## src/hw/clock_supervisor_pkg.sv

```systemverilog
// Package with modes, counts and carriers for the oscillator clock supervisor
package clock_supervisor_pkg;

   // Supervisory cycles without an oscillator edge before the clock is declared lost
   localparam int unsigned MISS_LIMIT = 16;
   localparam int unsigned MISS_WIDTH = 5;
   localparam logic [MISS_WIDTH-1:0] MISS_COUNT_RESET = 5'h0_0;
   localparam logic [MISS_WIDTH-1:0] MISS_COUNT_LIMIT = MISS_WIDTH'(MISS_LIMIT);

   // Value of the disable bit before the strap is caught
   localparam logic SUPERVISOR_DISABLE_RESET = 1'b0;
   localparam logic PLL_HALF_RESET = 1'b0;

   // CPU clock derivation modes
   typedef enum logic [1:0]
   {
      MODE_DIRECT = 2'h0,
      MODE_PRESCALER = 2'h1,
      MODE_SLOWDOWN = 2'h2
   } clock_mode_t;

   // Supervisor states, one-hot
   typedef enum logic [3:0]
   {
      ST_STRAP = 4'b0001,
      ST_WATCH = 4'b0010,
      ST_FAILED = 4'b0100,
      ST_OFF = 4'b1000
   } super_state_t;

   // Status reported to the system
   typedef struct packed
   {
      logic supervisor_disable;
      logic on_pll;
      logic pll_running;
      logic pll_base_rate;
   } super_status_t;

endpackage : clock_supervisor_pkg

```

## src/hw/clock_supervisor.sv

```systemverilog
// Oscillator clock supervisor with switchover to the PLL base clock
// Overview of operation
// - The oscillator clock is checked for transitions using the free-running PLL clock.
// - Missing transitions raise the supervisor interrupt and move the CPU onto the PLL clock.
// - After such a switch the PLL runs at its base frequency, not multiplied.
// - In direct-drive mode the PLL base clock feeds the CPU undivided.
// - In prescaler mode the PLL base clock is halved for the CPU.
// - The PLL source is kept until a hardware reset.
// - With the disable bit set the PLL idles and the CPU runs from the oscillator path.
// - With supervision disabled no interrupt is raised for a missing oscillator.
// - At reset end the disable bit takes the inverse of the read-strobe pin.
`timescale 1ns/100ps
module clock_supervisor
(
   input wire logic core_clk,
   input wire logic reset_n,
   input wire logic read_strobe_n,
   input wire logic crystal_input,
   input wire logic osc_path_clk,
   input wire clock_supervisor_pkg::clock_mode_t clock_mode,
   output logic cpu_clk_sel_pll,
   output logic cpu_clk,
   output logic pll_enable,
   output logic pll_multiply,
   output logic supervisor_irq,
   output clock_supervisor_pkg::super_status_t status
);
   import clock_supervisor_pkg::*;

   super_state_t state;
   super_state_t next_state;
   logic supervisor_disable;
   logic next_supervisor_disable;
   logic pll_half;
   logic next_pll_half;
   logic next_irq;
   logic osc_missing;
   logic watch_enable;
   super_status_t next_status;

   ////////////////////////////////////////////////////////////////////////////
   // State decodes shared by several processes
   function automatic logic is_failed(input super_state_t s);
      return s == ST_FAILED;
   endfunction : is_failed

   function automatic logic is_watching(input super_state_t s);
      return s == ST_WATCH;
   endfunction : is_watching

   function automatic logic is_off(input super_state_t s);
      return s == ST_OFF;
   endfunction : is_off

   ////////////////////////////////////////////////////////////////////////////
   // Edge watcher clocked by the PLL-derived supervisory clock
   assign watch_enable = is_watching(state);

   osc_edge_watch u_watch
   (
      .core_clk(core_clk),
      .reset_n(reset_n),
      .enable(watch_enable),
      .osc_level(crystal_input),
      .osc_missing(osc_missing)
   );

   ////////////////////////////////////////////////////////////////////////////
   // Supervisor state: strap capture, watching, failed or switched off
   always_comb
   begin
      next_state = state;
      unique case (state)
         ST_STRAP:
         begin
            next_state = read_strobe_n ? ST_WATCH : ST_OFF;
         end
         ST_WATCH:
         begin
            if (osc_missing)
            begin
               next_state = ST_FAILED;
            end
         end
         ST_FAILED:
         begin
            next_state = ST_FAILED;
         end
         ST_OFF:
         begin
            next_state = ST_OFF;
         end
      endcase
   end

   always_ff @(posedge core_clk or negedge reset_n)
   begin
      if (!reset_n)
      begin
         state <= ST_STRAP;
      end
      else
      begin
         state <= next_state;
      end
   end

   ////////////////////////////////////////////////////////////////////////////
   // Disable bit, caught once from the read-strobe pin as reset ends
   always_comb
   begin
      next_supervisor_disable = supervisor_disable;
      if (state == ST_STRAP)
      begin
         next_supervisor_disable = ~read_strobe_n;
      end
   end

   always_ff @(posedge core_clk or negedge reset_n)
   begin
      if (!reset_n)
      begin
         supervisor_disable <= SUPERVISOR_DISABLE_RESET;
      end
      else
      begin
         supervisor_disable <= next_supervisor_disable;
      end
   end

   ////////////////////////////////////////////////////////////////////////////
   // One-cycle request on the edge that moves the CPU onto the PLL
   always_comb
   begin
      next_irq = 1'b0;
      if (is_watching(state) && osc_missing && !supervisor_disable)
      begin
         next_irq = 1'b1;
      end
   end

   always_ff @(posedge core_clk or negedge reset_n)
   begin
      if (!reset_n)
      begin
         supervisor_irq <= 1'b0;
      end
      else
      begin
         supervisor_irq <= next_irq;
      end
   end

   ////////////////////////////////////////////////////////////////////////////
   // Halving toggle used in prescaler mode
   always_comb
   begin
      next_pll_half = pll_half;
      if (is_failed(state))
      begin
         next_pll_half = ~pll_half;
      end
   end

   always_ff @(posedge core_clk or negedge reset_n)
   begin
      if (!reset_n)
      begin
         pll_half <= PLL_HALF_RESET;
      end
      else
      begin
         pll_half <= next_pll_half;
      end
   end

   ////////////////////////////////////////////////////////////////////////////
   // Clock selection; glitch-free muxing is left to the clock cell
   always_comb
   begin
      cpu_clk = osc_path_clk;
      if (is_failed(state))
      begin
         unique case (clock_mode)
            MODE_PRESCALER:
            begin
               cpu_clk = pll_half;
            end
            MODE_DIRECT,
            MODE_SLOWDOWN:
            begin
               cpu_clk = core_clk;
            end
            default:
            begin
               cpu_clk = core_clk;
            end
         endcase
      end
   end

   ////////////////////////////////////////////////////////////////////////////
   // Source and PLL controls, decoded from the one-hot state
   assign cpu_clk_sel_pll = is_failed(state);
   assign pll_enable = !is_off(state);
   assign pll_multiply = is_watching(state);

   // Status mirror, registered from the next state so it moves with the state
   always_comb
   begin
      next_status.supervisor_disable = next_supervisor_disable;
      next_status.on_pll = is_failed(next_state);
      next_status.pll_running = !is_off(next_state);
      next_status.pll_base_rate = is_failed(next_state);
   end

   always_ff @(posedge core_clk or negedge reset_n)
   begin
      if (!reset_n)
      begin
         status <= '{supervisor_disable: SUPERVISOR_DISABLE_RESET, on_pll: 1'b0,
                     pll_running: 1'b1, pll_base_rate: 1'b0};
      end
      else
      begin
         status <= next_status;
      end
   end

endmodule : clock_supervisor

```

## src/hw/osc_edge_watch.sv

```systemverilog
// Detector of missing oscillator edges, running on the supervisory clock
`timescale 1ns/100ps
module osc_edge_watch
(
   input wire logic core_clk,
   input wire logic reset_n,
   input wire logic enable,
   input wire logic osc_level,
   output logic osc_missing
);
   import clock_supervisor_pkg::*;

   logic osc_sync_a;
   logic osc_sync_b;
   logic osc_prev;
   logic [MISS_WIDTH-1:0] miss_count;
   logic [MISS_WIDTH-1:0] next_miss_count;
   logic next_osc_missing;
   logic edge_seen;

   ////////////////////////////////////////////////////////////////////////////
   always_comb
   begin
      edge_seen = osc_sync_b != osc_prev;
      next_miss_count = miss_count;
      next_osc_missing = 1'b0;
      if (!enable || edge_seen)
      begin
         next_miss_count = MISS_COUNT_RESET;
      end
      else if (miss_count != MISS_COUNT_LIMIT)
      begin
         next_miss_count = miss_count + 5'h0_1;
      end
      if (enable && !edge_seen && miss_count == MISS_COUNT_LIMIT)
      begin
         next_osc_missing = 1'b1;
      end
   end

   ////////////////////////////////////////////////////////////////////////////
   always_ff @(posedge core_clk or negedge reset_n)
   begin
      if (!reset_n)
      begin
         osc_sync_a <= 1'b0;
         osc_sync_b <= 1'b0;
         osc_prev <= 1'b0;
         miss_count <= MISS_COUNT_RESET;
         osc_missing <= 1'b0;
      end
      else
      begin
         osc_sync_a <= osc_level;
         osc_sync_b <= osc_sync_a;
         osc_prev <= osc_sync_b;
         miss_count <= next_miss_count;
         osc_missing <= next_osc_missing;
      end
   end

endmodule : osc_edge_watch
```

## config.mk

```make
export PLATFORM = sky130hd
export DESIGN_NAME = clock_supervisor
export DESIGN_NICKNAME = d
export VERILOG_FILES = /design/src/hw/clock_supervisor_pkg.sv /design/src/hw/clock_supervisor.sv /design/src/hw/osc_edge_watch.sv
export SDC_FILE = /design/constraint.sdc
export NUM_CORES = 1
export LEC_CHECK = 0
export BUFFER_PORTS_ARGS = -buffer_cell sky130_fd_sc_hd__buf_4
export CAP_MARGIN = 15
export CORE_UTILIZATION = 51
export CTS_BUF_LIST = sky130_fd_sc_hd__clkbuf_2 sky130_fd_sc_hd__clkbuf_4 sky130_fd_sc_hd__clkbuf_8
export CTS_CLUSTER_DIAMETER = 60
export DETAILED_ROUTE_END_ITERATION = 8
export PLACE_DENSITY = 0.75
export SLEW_MARGIN = 40
export SYNTH_ARGS = -nofsm -noshare
export SYNTH_HDL_FRONTEND = slang
export SYNTH_HIERARCHICAL = 1
export SYNTH_SLANG_ARGS = --single-unit
```

## constraint.sdc

```tcl
create_clock -name core_clk -period 1.45 [get_ports core_clk]
set_input_delay 0.0725 -clock core_clk [delete_from_list [all_inputs] [get_ports core_clk]]
set_output_delay 0.0725 -clock core_clk [all_outputs]
set_load 0.02 [all_outputs]
```

==> results of run 1 <==
[synth_stat cells, types with 2 or more instances]
library cell / instances / area [sq um]
dfrtp_1: 16 / 400
nor2_1: 6 / 22.5
mux2i_1: 3 / 30.0
nand2_1: 3 / 11.3
nand2b_1: 3 / 18.8
xnor2_1: 3 / 26.3
xor2_1: 3 / 26.3
buf_4: 2 / 15.0
dfstp_2: 2 / 52.6
ha_1: 2 / 25.0
inv_1: 2 / 7.51
nand3_1: 2 / 10.0
[power breakdown]
part | switching [mW] | internal (mW)
Sequential | 0.0232 | 0.529
Clock | 0.202 | 0.256
Combinational | 0.0598 | 0.0676
[per-layer routing]
| layer | track usage | share of wire | up-vias |
|---|---|---|---|
| met3 | 0.109 | 0.051 | 7 |
| met4 | 0.225 | 0.047 | 0 |
| met1 | 0.239 | 0.45 | 246 |
| met5 | 0 | 0 | - |
| met2 | 0.309 | 0.45 | 18 |
| li1 | - | - | 260 |
[final timing paths]
kind | from | to | cells past startpoint
worst max-delay path | state[1] | cpu_clk | 4
worst min-delay path | reset_n | u_watch/miss_count[2] | 2
worst max register to register | state[1] | status[3] | 5
worst min register to register | u_watch/osc_sync_a | u_watch/osc_sync_b | 0
max in group asynchronous | reset_n | state[0] | 2
min in group core_clk | crystal_input | u_watch/osc_sync_a | 2
[critical path, stage by stage (launching register included)]
cell and delay [ns]:
dfrtp_1 0.44, nor4b_4 0.36, buf_4 0.18, a21oi_2 0.04, buf_4 0.15
[state kept, by name (all words and copies together) (netlist names)]
register             cells
pll_half                 1
state                    4
status                   3
supervisor_irq           1
u_watch/miss_count       5
u_watch/osc_missing      1
u_watch/osc_prev         1
u_watch/osc_sync_a       1
u_watch/osc_sync_b       1
[stage by stage]
step	std cells	total power, mW	hold WS (ns)	util
final	106	1.14	0.0351	0.791
after CTS	104	1.13	0.0521	0.772
after global routing	106	1.20	0.0560	0.791
after floorplan	60	0.643	-0.223	-
after detailed placement	89	0.690	-0.0507	0.673
after global placement	89	0.687	-0.0499	0.673
[cell type report]
type / count / area share
multi-input combinational: 37 / 0.293
tap: 15 / 0.0176
inverter: 3 / 0.0106
sequential: 18 / 0.427
clock buffer: 8 / 0.0621
timing repair buffer: 25 / 0.190
[logic make-up after synthesis]
kind of cell,count (synthesis)
xor+xnor,6
mux,3
compound gates,3
simple gates,22
buf+inv,5
flops,18
fa+ha+maj,2
other cells,1
[repair_timing]
action,in CTS,in global routing
setup buffers,5,2
hold endpoints to repair,23,0
hold buffers,3,0
setup endpoints to repair,4,4
gates resized for setup,2,4
pin swaps,1,1
==> results.ini, run 1 <==
[global_routing]
grt_pass1_wl_mm = 2.10
grt-ovfl-total = 0
grt_pass1_vias = 496
antenna_found_initial = 0
grt_max_degree = 19
grt_usage = 0.223

[yosys]
synth.net_count = 69
synth_ff_type = dfrtp_1
synth-compound-area-share = 0.0259
synth_top_family_by_area = simple AND/OR/NAND/NOR gates
synthMuxAreaShare = 0.0389
synth_area_sq_um = 772
synth_xor_area_frac = 0.0681
avgSynthCellArea_sq_um = 12.9
synth-edff-count = 0
netlist_instances = 60
synth_fa_ha_area_frac = 0.0324
ys_seq_area_frac = 0.587
netlist-cell-type-count = 25
synth_warnings = 6
synth-simple-area-share = 0.209
ys_seq_elements = 18
async_reset_ff_frac = 1.00

[floorplan]
die_x_microns = 40.9
placeableCoreArea_sq_um = 1350
start_util = 0.572
die_area_sq_um = 1670
io_pins = 16
die_y_microns = 40.9
rows = 13

[finish]
multi_input_area_sq_um = 313
syn_to_final_growth_pct = 38.2
fin_nets = 101
ff_latch_area_sq_um = 455
fin_area_sq_um = 1070
drive_gt1_frac = 0.484
num-fill-cells = 91
diodes = 0
layout_commonest_cell = buf_4
mostFrequentLayoutCells = 21 x buf_4, 14 x dfrtp_1, 6 x nor2_1, 6 x clkbuf_4

[power]
ir_drop_uv = 1030
power.density_nw_per_um2 = 1070
p_leak_nw = 0.518

[cts]
clkTransAtPathRegs_ns = 0.10
tritoncts = yes
insertion_delay_ns = 0.42

[timing]
hold_viol_final = 0
period_share = 1.15
drv_slew = 0
setup_violations = 5
tns_ns = -0.740
fin_crit_ns = 1.67
fmax_mhz = 599
fin_skew_ns = 0.00387
rsz0062_at_grt = yes
finalWorstSetupSlack_ns = -0.218

[place]
dp_hpwl_microns = 852
pre_cts_ws_ns = 0.137
port_buffers = 15
place_congestion = 0.713
placed_cell_area_sq_um = 908

[flow_run]
max_cap_violations = 0

[routing]
drc = 0
first_pass_iters = 4
drt-initial-drc-count = 2
ant_nets = 0
wl_per_cell_microns = 13.5
vias_per_cell = 5.01
drt_wl_total_mm = 1.44
vias = 531

[worst_setup_path]
arrival_ns = 1.60
endpoint_kind = primary output
worstPathRequired_ns = 1.38
critPathKind = flop to primary output
cp_max_fo = 3
startpoint_type = flop
ff2ff_setup_slack_ns = -0.04

[status]
status = finished, violations left
violations = negative setup slack

[hold_path]
min-delay-path-class = primary input to asynchronous set/reset pin

Power figures use the tool's default switching activity.
==> run 2: changes to the inputs <==
--- a/config.mk
+++ b/config.mk
@@ -7,6 +7,7 @@
 export LEC_CHECK = 0
 export BUFFER_PORTS_ARGS = -buffer_cell sky130_fd_sc_hd__buf_4
 export CAP_MARGIN = 15
+export CORE_MARGIN = 10
 export CORE_UTILIZATION = 51
 export CTS_BUF_LIST = sky130_fd_sc_hd__clkbuf_2 sky130_fd_sc_hd__clkbuf_4 sky130_fd_sc_hd__clkbuf_8
 export CTS_CLUSTER_DIAMETER = 60
==> results.ini, run 2 (synthesis gave the netlist of run 1 again) <==
[place]
placed_cell_area_sq_um = 916  ; was 908 sq um
port_buffers = 15  ; unchanged
pre_cts_ws_ns = 0.133  ; was 0.137 ns
dp_hpwl_mm = 1.03  ; was 852 microns
place_congestion = 0.765  ; was 0.713

[timing]
hold_viol_final = 0  ; unchanged
fin_crit_ns = 1.60  ; was 1.67 ns
finalWorstSetupSlack_ns = -0.155  ; was -0.218 ns
setup_violations = 3  ; was 5
fmax_mhz = 623  ; was 599 MHz
drv_slew = 0  ; unchanged
fin_skew_ns = 0.0109  ; was 0.00387 ns
tns_ns = -0.336  ; was -0.740 ns
rsz0062_at_grt = yes  ; unchanged
period_share = 1.11  ; was 1.15

[cts]
clkTransAtPathRegs_ns = 0.10  ; about the same
tritoncts = yes  ; unchanged
insertion_delay_ns = 0.40  ; was 0.42 ns

[finish]
diodes = 0  ; unchanged
drive_gt1_frac = 0.449  ; was 0.484
layout_commonest_cell = buf_4  ; unchanged
largest_reg_flops = 5  ; unchanged
fin_nets = 99  ; was 101
syn_to_final_growth_pct = 35.0  ; was 38.2%
fin_area_sq_um = 1040  ; was 1070 sq um
top_regs = u_watch/miss_count (5), state (4), status (3)  ; unchanged
top_register = u_watch/miss_count  ; unchanged
mostFrequentLayoutCells = 18 x buf_4, 14 x dfrtp_1, 7 x clkbuf_4, 6 x nor2_1  ; was 21 x buf_4, 14 x dfrtp_1, 6 x nor2_1, 6 x clkbuf_4

[worst_setup_path]
cp_max_fo = 3  ; unchanged
endpoint = pll_enable  ; was cpu_clk
slowest_stage = or4b_4  ; was dfrtp_1
critPathKind = flop to primary output  ; unchanged
cp.depth = 2  ; was 4
timing.rr.end = status[3]  ; unchanged
cp-startpoint = state[1]  ; unchanged
endpoint_kind = primary output  ; unchanged
arrival_ns = 1.53  ; was 1.60 ns
cp_top_family = simple AND/OR/NAND/NOR gates  ; was flip-flops
ff2ff_path_depth = 4  ; was 5
r2r_start = state[1]  ; unchanged
cp_cell_sequence = or4b_4, buf_6  ; was nor4b_4, buf_4, a21oi_2, buf_4
worstPathRequired_ns = 1.38  ; about the same
worst_path_largest_cell_delay_ns = 0.57  ; was 0.44 ns
startpoint_type = flop  ; unchanged
path_buf_inv = 1  ; was 2
ff2ff_setup_slack_ns = 0.10  ; was -0.04 ns

[routing]
vias_per_cell = 5.29  ; was 5.01
drc = 0  ; unchanged
vias = 550  ; was 531
wl_per_cell_microns = 15.5  ; was 13.5 microns
drt-initial-drc-count = 4  ; was 2
ant_nets = 0  ; unchanged
drt_wl_total_mm = 1.61  ; was 1.44 mm
first_pass_iters = 4  ; unchanged

[flow_run]
max_cap_violations = 0  ; unchanged

[floorplan]
rows = 13  ; unchanged
die_area_sq_um = 3470  ; was 1670 sq um
die_x_microns = 58.9  ; was 40.9 microns
die_y_microns = 58.9  ; was 40.9 microns
io_pins = 16  ; unchanged
placeableCoreArea_sq_um = 1370  ; was 1350 sq um
start_util = 0.565  ; was 0.572

[global_routing]
grt-ovfl-total = 0  ; unchanged
grt_usage = 0.104  ; was 0.223
grt_max_degree = 19  ; unchanged
grt_pass1_wl_mm = 2.63  ; was 2.10 mm
grt_pass1_vias = 605  ; was 496
antenna_found_initial = 0  ; unchanged

[power]
p_leak_nw = 0.505  ; was 0.518 nW
power.density_nw_per_um2 = 1040  ; was 1070 nW/um^2
ir_drop_uv = 819  ; was 1030 uV

[status]
violations = negative setup slack  ; unchanged
status = finished, violations left  ; unchanged

[hold_path]
min-delay-path-class = primary input to asynchronous set/reset pin  ; unchanged

[run 2: metal layers]
metal | track usage | vias to the layer above | part of all wire
met1 | 0.0967 | 270 | 0.39
li1 | - | 258 | -
met3 | 0.0708 | 4 | 0.086
met5 | 0 | - | 0
met2 | 0.152 | 18 | 0.49
met4 | 0.0885 | 0 | 0.029
[run 2: metrics by stage]
step | utilization | total power, mW | hold slack, ns | instances
3_5_place_dp | 0.670 | 0.692 | -0.0532 | 90
3_3_place_gp | 0.670 | 0.689 | -0.0526 | 90
5_1_grt | 0.763 | 1.15 | 0.0666 | 104
6_report | 0.763 | 1.09 | 0.0645 | 104
4_1_cts | 0.753 | 1.11 | 0.0659 | 103
2_1_floorplan | - | 0.643 | -0.223 | 60
[run 2: worst reg2reg max path: cells and delay by family (launching register included)]
kind | cells | cell delay (ns)
AOI/OAI and AO/OA | 1 | 0.07
buffers and inverters | 1 | 0.16
DFF | 1 | 0.43
and+or+nand+nor | 2 | 0.61
[run 2: repair_timing]
item	4_1_cts	5_1_grt
endpoints found under the hold margin	23	0
buffers inserted	3	2
gates cloned	0	0
pin swaps	1	1
hold buffers	3	0
endpoints found under the setup margin	4	4
gates resized for setup	2	3
[run 2: power by group]
part / internal [mW] / total, mW / switching, mW
clock network: 0.229 / 0.413 / 0.184
registers: 0.528 / 0.551 / 0.0229
logic: 0.0639 / 0.123 / 0.0596
[run 2: layout make-up]
cell class | instances | area, sq um
Inverter | 3 | 11.3
Sequential cell | 18 | 455
Tap cell | 15 | 18.8
Clock buffer | 8 | 63.8
Timing Repair Buffer | 23 | 188
Multi-Input combinational cell | 37 | 305
Fill cell | 97 | 324
[run 2: worst min-delay path by stage]
stage	start	to	slack [ns]
4_1_cts	reset_n	pll_half	0.07
2_1_floorplan	reset_n	pll_half	-0.22
3_5_place_dp	reset_n	pll_half	-0.05
5_1_grt	reset_n	pll_half	0.07
3_3_place_gp	reset_n	pll_half	-0.05
6_report	reset_n	pll_half	0.06
==> run 3: changes to the inputs <==
--- a/config.mk
+++ b/config.mk
@@ -16,5 +16,4 @@
 export SLEW_MARGIN = 40
 export SYNTH_ARGS = -nofsm -noshare
 export SYNTH_HDL_FRONTEND = slang
-export SYNTH_HIERARCHICAL = 1
 export SYNTH_SLANG_ARGS = --single-unit
==> constraint.sdc (replaced) <==
create_clock -name core_clk -period 1.9 [get_ports core_clk]
set_input_delay 0.095 -clock core_clk [delete_from_list [all_inputs] [get_ports core_clk]]
set_output_delay 0.095 -clock core_clk [all_outputs]
set_load 0.02 [all_outputs]
==> results.ini, run 3 <==
[status]
status = completed  ; was finished, violations left

[routing]
vias_per_cell = 5.02  ; was 5.29
drt-initial-drc-count = 3  ; was 4
vias = 507  ; was 550
first_pass_iters = 4  ; unchanged
drc = 0  ; unchanged
wl_per_cell_microns = 13.9  ; was 15.5 microns
ant_nets = 0  ; unchanged
drt_wl_total_mm = 1.40  ; was 1.61 mm

[yosys]
ys_seq_elements = 18  ; unchanged
netlist_instances = 62  ; was 60
avgSynthCellArea_sq_um = 12.6  ; was 12.9 sq um
netlist-cell-type-count = 24  ; was 25
synthTopCellsByArea = dfrtp_1 51%, dfstp_2 6.7%, nor4b_4 6.1%  ; was dfrtp_1 52%, dfstp_2 6.8%, mux2i_1 3.9%
synth_area_sq_um = 783  ; was 772 sq um
async_reset_ff_frac = 1.00  ; unchanged
synth_warnings = 0  ; was 6
yosysTopAreaCell = dfrtp_1  ; unchanged
synth-edff-count = 0  ; unchanged
synth_most_common_cell = dfrtp_1  ; unchanged
synth.net_count = 71  ; was 69
synth_top_area_frac = 0.511  ; was 0.519
yosys-top-cells-count = 16 x dfrtp_1, 6 x nor2_1, 4 x nand2b_1  ; was 16 x dfrtp_1, 6 x nor2_1
ys_seq_area_frac = 0.578  ; was 0.587
synth_ff_type = dfrtp_1  ; unchanged

[timing]
drv_slew = 0  ; unchanged
finalWorstSetupSlack_ns = 0.152  ; was -0.155 ns
fin_skew_ns = 0.00387  ; was 0.0109 ns
fmax_mhz = 572
hold_viol_final = 0  ; unchanged
hold_ws_ns = 0.0887  ; was 0.0645 ns
fin_crit_ns = 1.75
setup_violations = 0  ; was 3
rsz0062_at_grt = no  ; was yes
tns_ns = 0  ; was -0.336 ns
period_share = 0.920

[worst_setup_path]
critPathKind = flop to primary output  ; unchanged
worstPathRequired_ns = 1.80  ; was 1.38 ns
arrival_ns = 1.65  ; was 1.53 ns
startpoint_type = flop  ; unchanged
cp_max_fo = 7  ; was 3
endpoint_kind = primary output  ; unchanged
ff2ff_path_depth = 3  ; was 4

[finish]
syn_to_final_growth_pct = 26.4  ; was 35.0%
final_cell_count_no_fill = 101  ; was 104
utilization = 0.673  ; was 0.763
largest_reg_flops = 5  ; unchanged
diodes = 0  ; unchanged
fin_area_sq_um = 990  ; was 1040 sq um
drive_gt1_frac = 0.353  ; was 0.449
fin_nets = 95  ; was 99
layout_commonest_cell = dfrtp_1  ; was buf_4
num-fill-cells = 115  ; was 97
top_regs = u_watch.miss_count (5), state (4), status (3)  ; was u_watch/miss_count (5), state (4), status (3)
top_register = u_watch.miss_count  ; was u_watch/miss_count
mostFrequentLayoutCells = 16 x dfrtp_1, 15 x buf_4, 6 x nor2_1, 6 x clkbuf_4, 4 x nand2b_1  ; was 18 x buf_4, 14 x dfrtp_1, 7 x clkbuf_4, 6 x nor2_1

[global_routing]
grt_usage = 0.0960  ; was 0.104
grt-ovfl-total = 0  ; unchanged
grt_pass1_vias = 596  ; was 605
grt_pass1_wl_mm = 2.50  ; was 2.63 mm
antenna_found_initial = 0  ; unchanged
grt_max_degree = 19  ; unchanged

[floorplan]
die_y_microns = 59.2  ; was 58.9 microns
die_x_microns = 59.2  ; was 58.9 microns
io_pins = 16  ; unchanged
start_util = 0.532  ; was 0.565
placeableCoreArea_sq_um = 1470  ; was 1370 sq um
rows = 14  ; was 13
die_area_sq_um = 3500  ; was 3470 sq um

[hold_path]
min-delay-path-class = primary input to asynchronous set/reset pin  ; unchanged

[cts]
post_cts_buffers = 0  ; was 3
insertion_delay_ns = 0.40  ; about the same
tritoncts = yes  ; unchanged
clkTransAtPathRegs_ns = 0.10  ; about the same
post_cts_resized = 0  ; was 2

[place]
pre_cts_ws_ns = 0.501  ; was 0.133 ns
place_congestion = 0.685  ; was 0.765
port_buffers = 15  ; unchanged
dpl.cell_count = 91  ; was 90
placed_cell_area_sq_um = 901  ; was 916 sq um
dp_hpwl_mm = 1.04  ; was 1.03 mm

[power]
ir_drop_uv = 665  ; was 819 uV
power.density_nw_per_um2 = 861  ; was 1040 nW/um^2
power_mw = 0.852  ; was 1.09 mW
p_leak_nw = 0.484  ; was 0.505 nW

[flow_run]
max_cap_violations = 0  ; unchanged

run 3: layout make-up:
cell class,instances,area (sq um),share of cell area
Multi-Input combinational cell,39,304,0.307
Clock buffer,8,66.3,0.0670
Timing Repair Buffer,17,135,0.137
Tap cell,16,20.0,0.0202
Sequential cell,18,453,0.458
Inverter,3,11.3,0.0114
run 3: timing repair:
action,CTS,global route
hold buffers,3,0
setup endpoints to repair,0,1
endpoints found under the hold margin,22,0
run 3: cells by family (layout without fill, tap and decap cells):
| logic type | Yosys count | count (layout) | synth area share |
|---|---|---|---|
| buf+inv | 5 | 28 | 0.0335 |
| simple gates | 24 | 24 | 0.232 |
| flops | 18 | 18 | 0.578 |
| xor+xnor | 6 | 6 | 0.0671 |
| fa+ha+maj | 2 | 2 | 0.0319 |
| mux | 2 | 2 | 0.0256 |
| compound gates | 4 | 4 | 0.0272 |
| other cells | 1 | 1 | 0.00479 |
run 3: power by group:
group,internal [mW],switching [mW]
Sequential,0.405,0.0193
Clock,0.194,0.140
Combinational,0.0464,0.0470
Total,0.646,0.206
run 3: worst max-delay path: stages, from the launching register on:
cell     delay [ns]
dfrtp_1        0.44
nor4b_4        0.45
nor2_1         0.08
a21oi_1        0.13
buf_4          0.16
run 3: worst paths after layout:
path | startpoint | end | slack (ns)
max | state[1] | cpu_clk | 0.15
min | reset_n | u_watch.osc_missing | 0.09
max reg2reg | state[1] | state[1] | 0.57
min reg2reg | u_watch.osc_sync_a | u_watch.osc_sync_b | 0.37
max in group asynchronous | reset_n | state[0] | 1.56
min in group core_clk | crystal_input | u_watch.osc_sync_a | 0.35
run 3: layer usage:
metal	vias up	global-route usage	wire length, microns
met5	-	0	0
met4	0	0.102	19
met3	4	0.0515	123
met2	15	0.129	650
met1	237	0.0992	610
li1	251	-	-
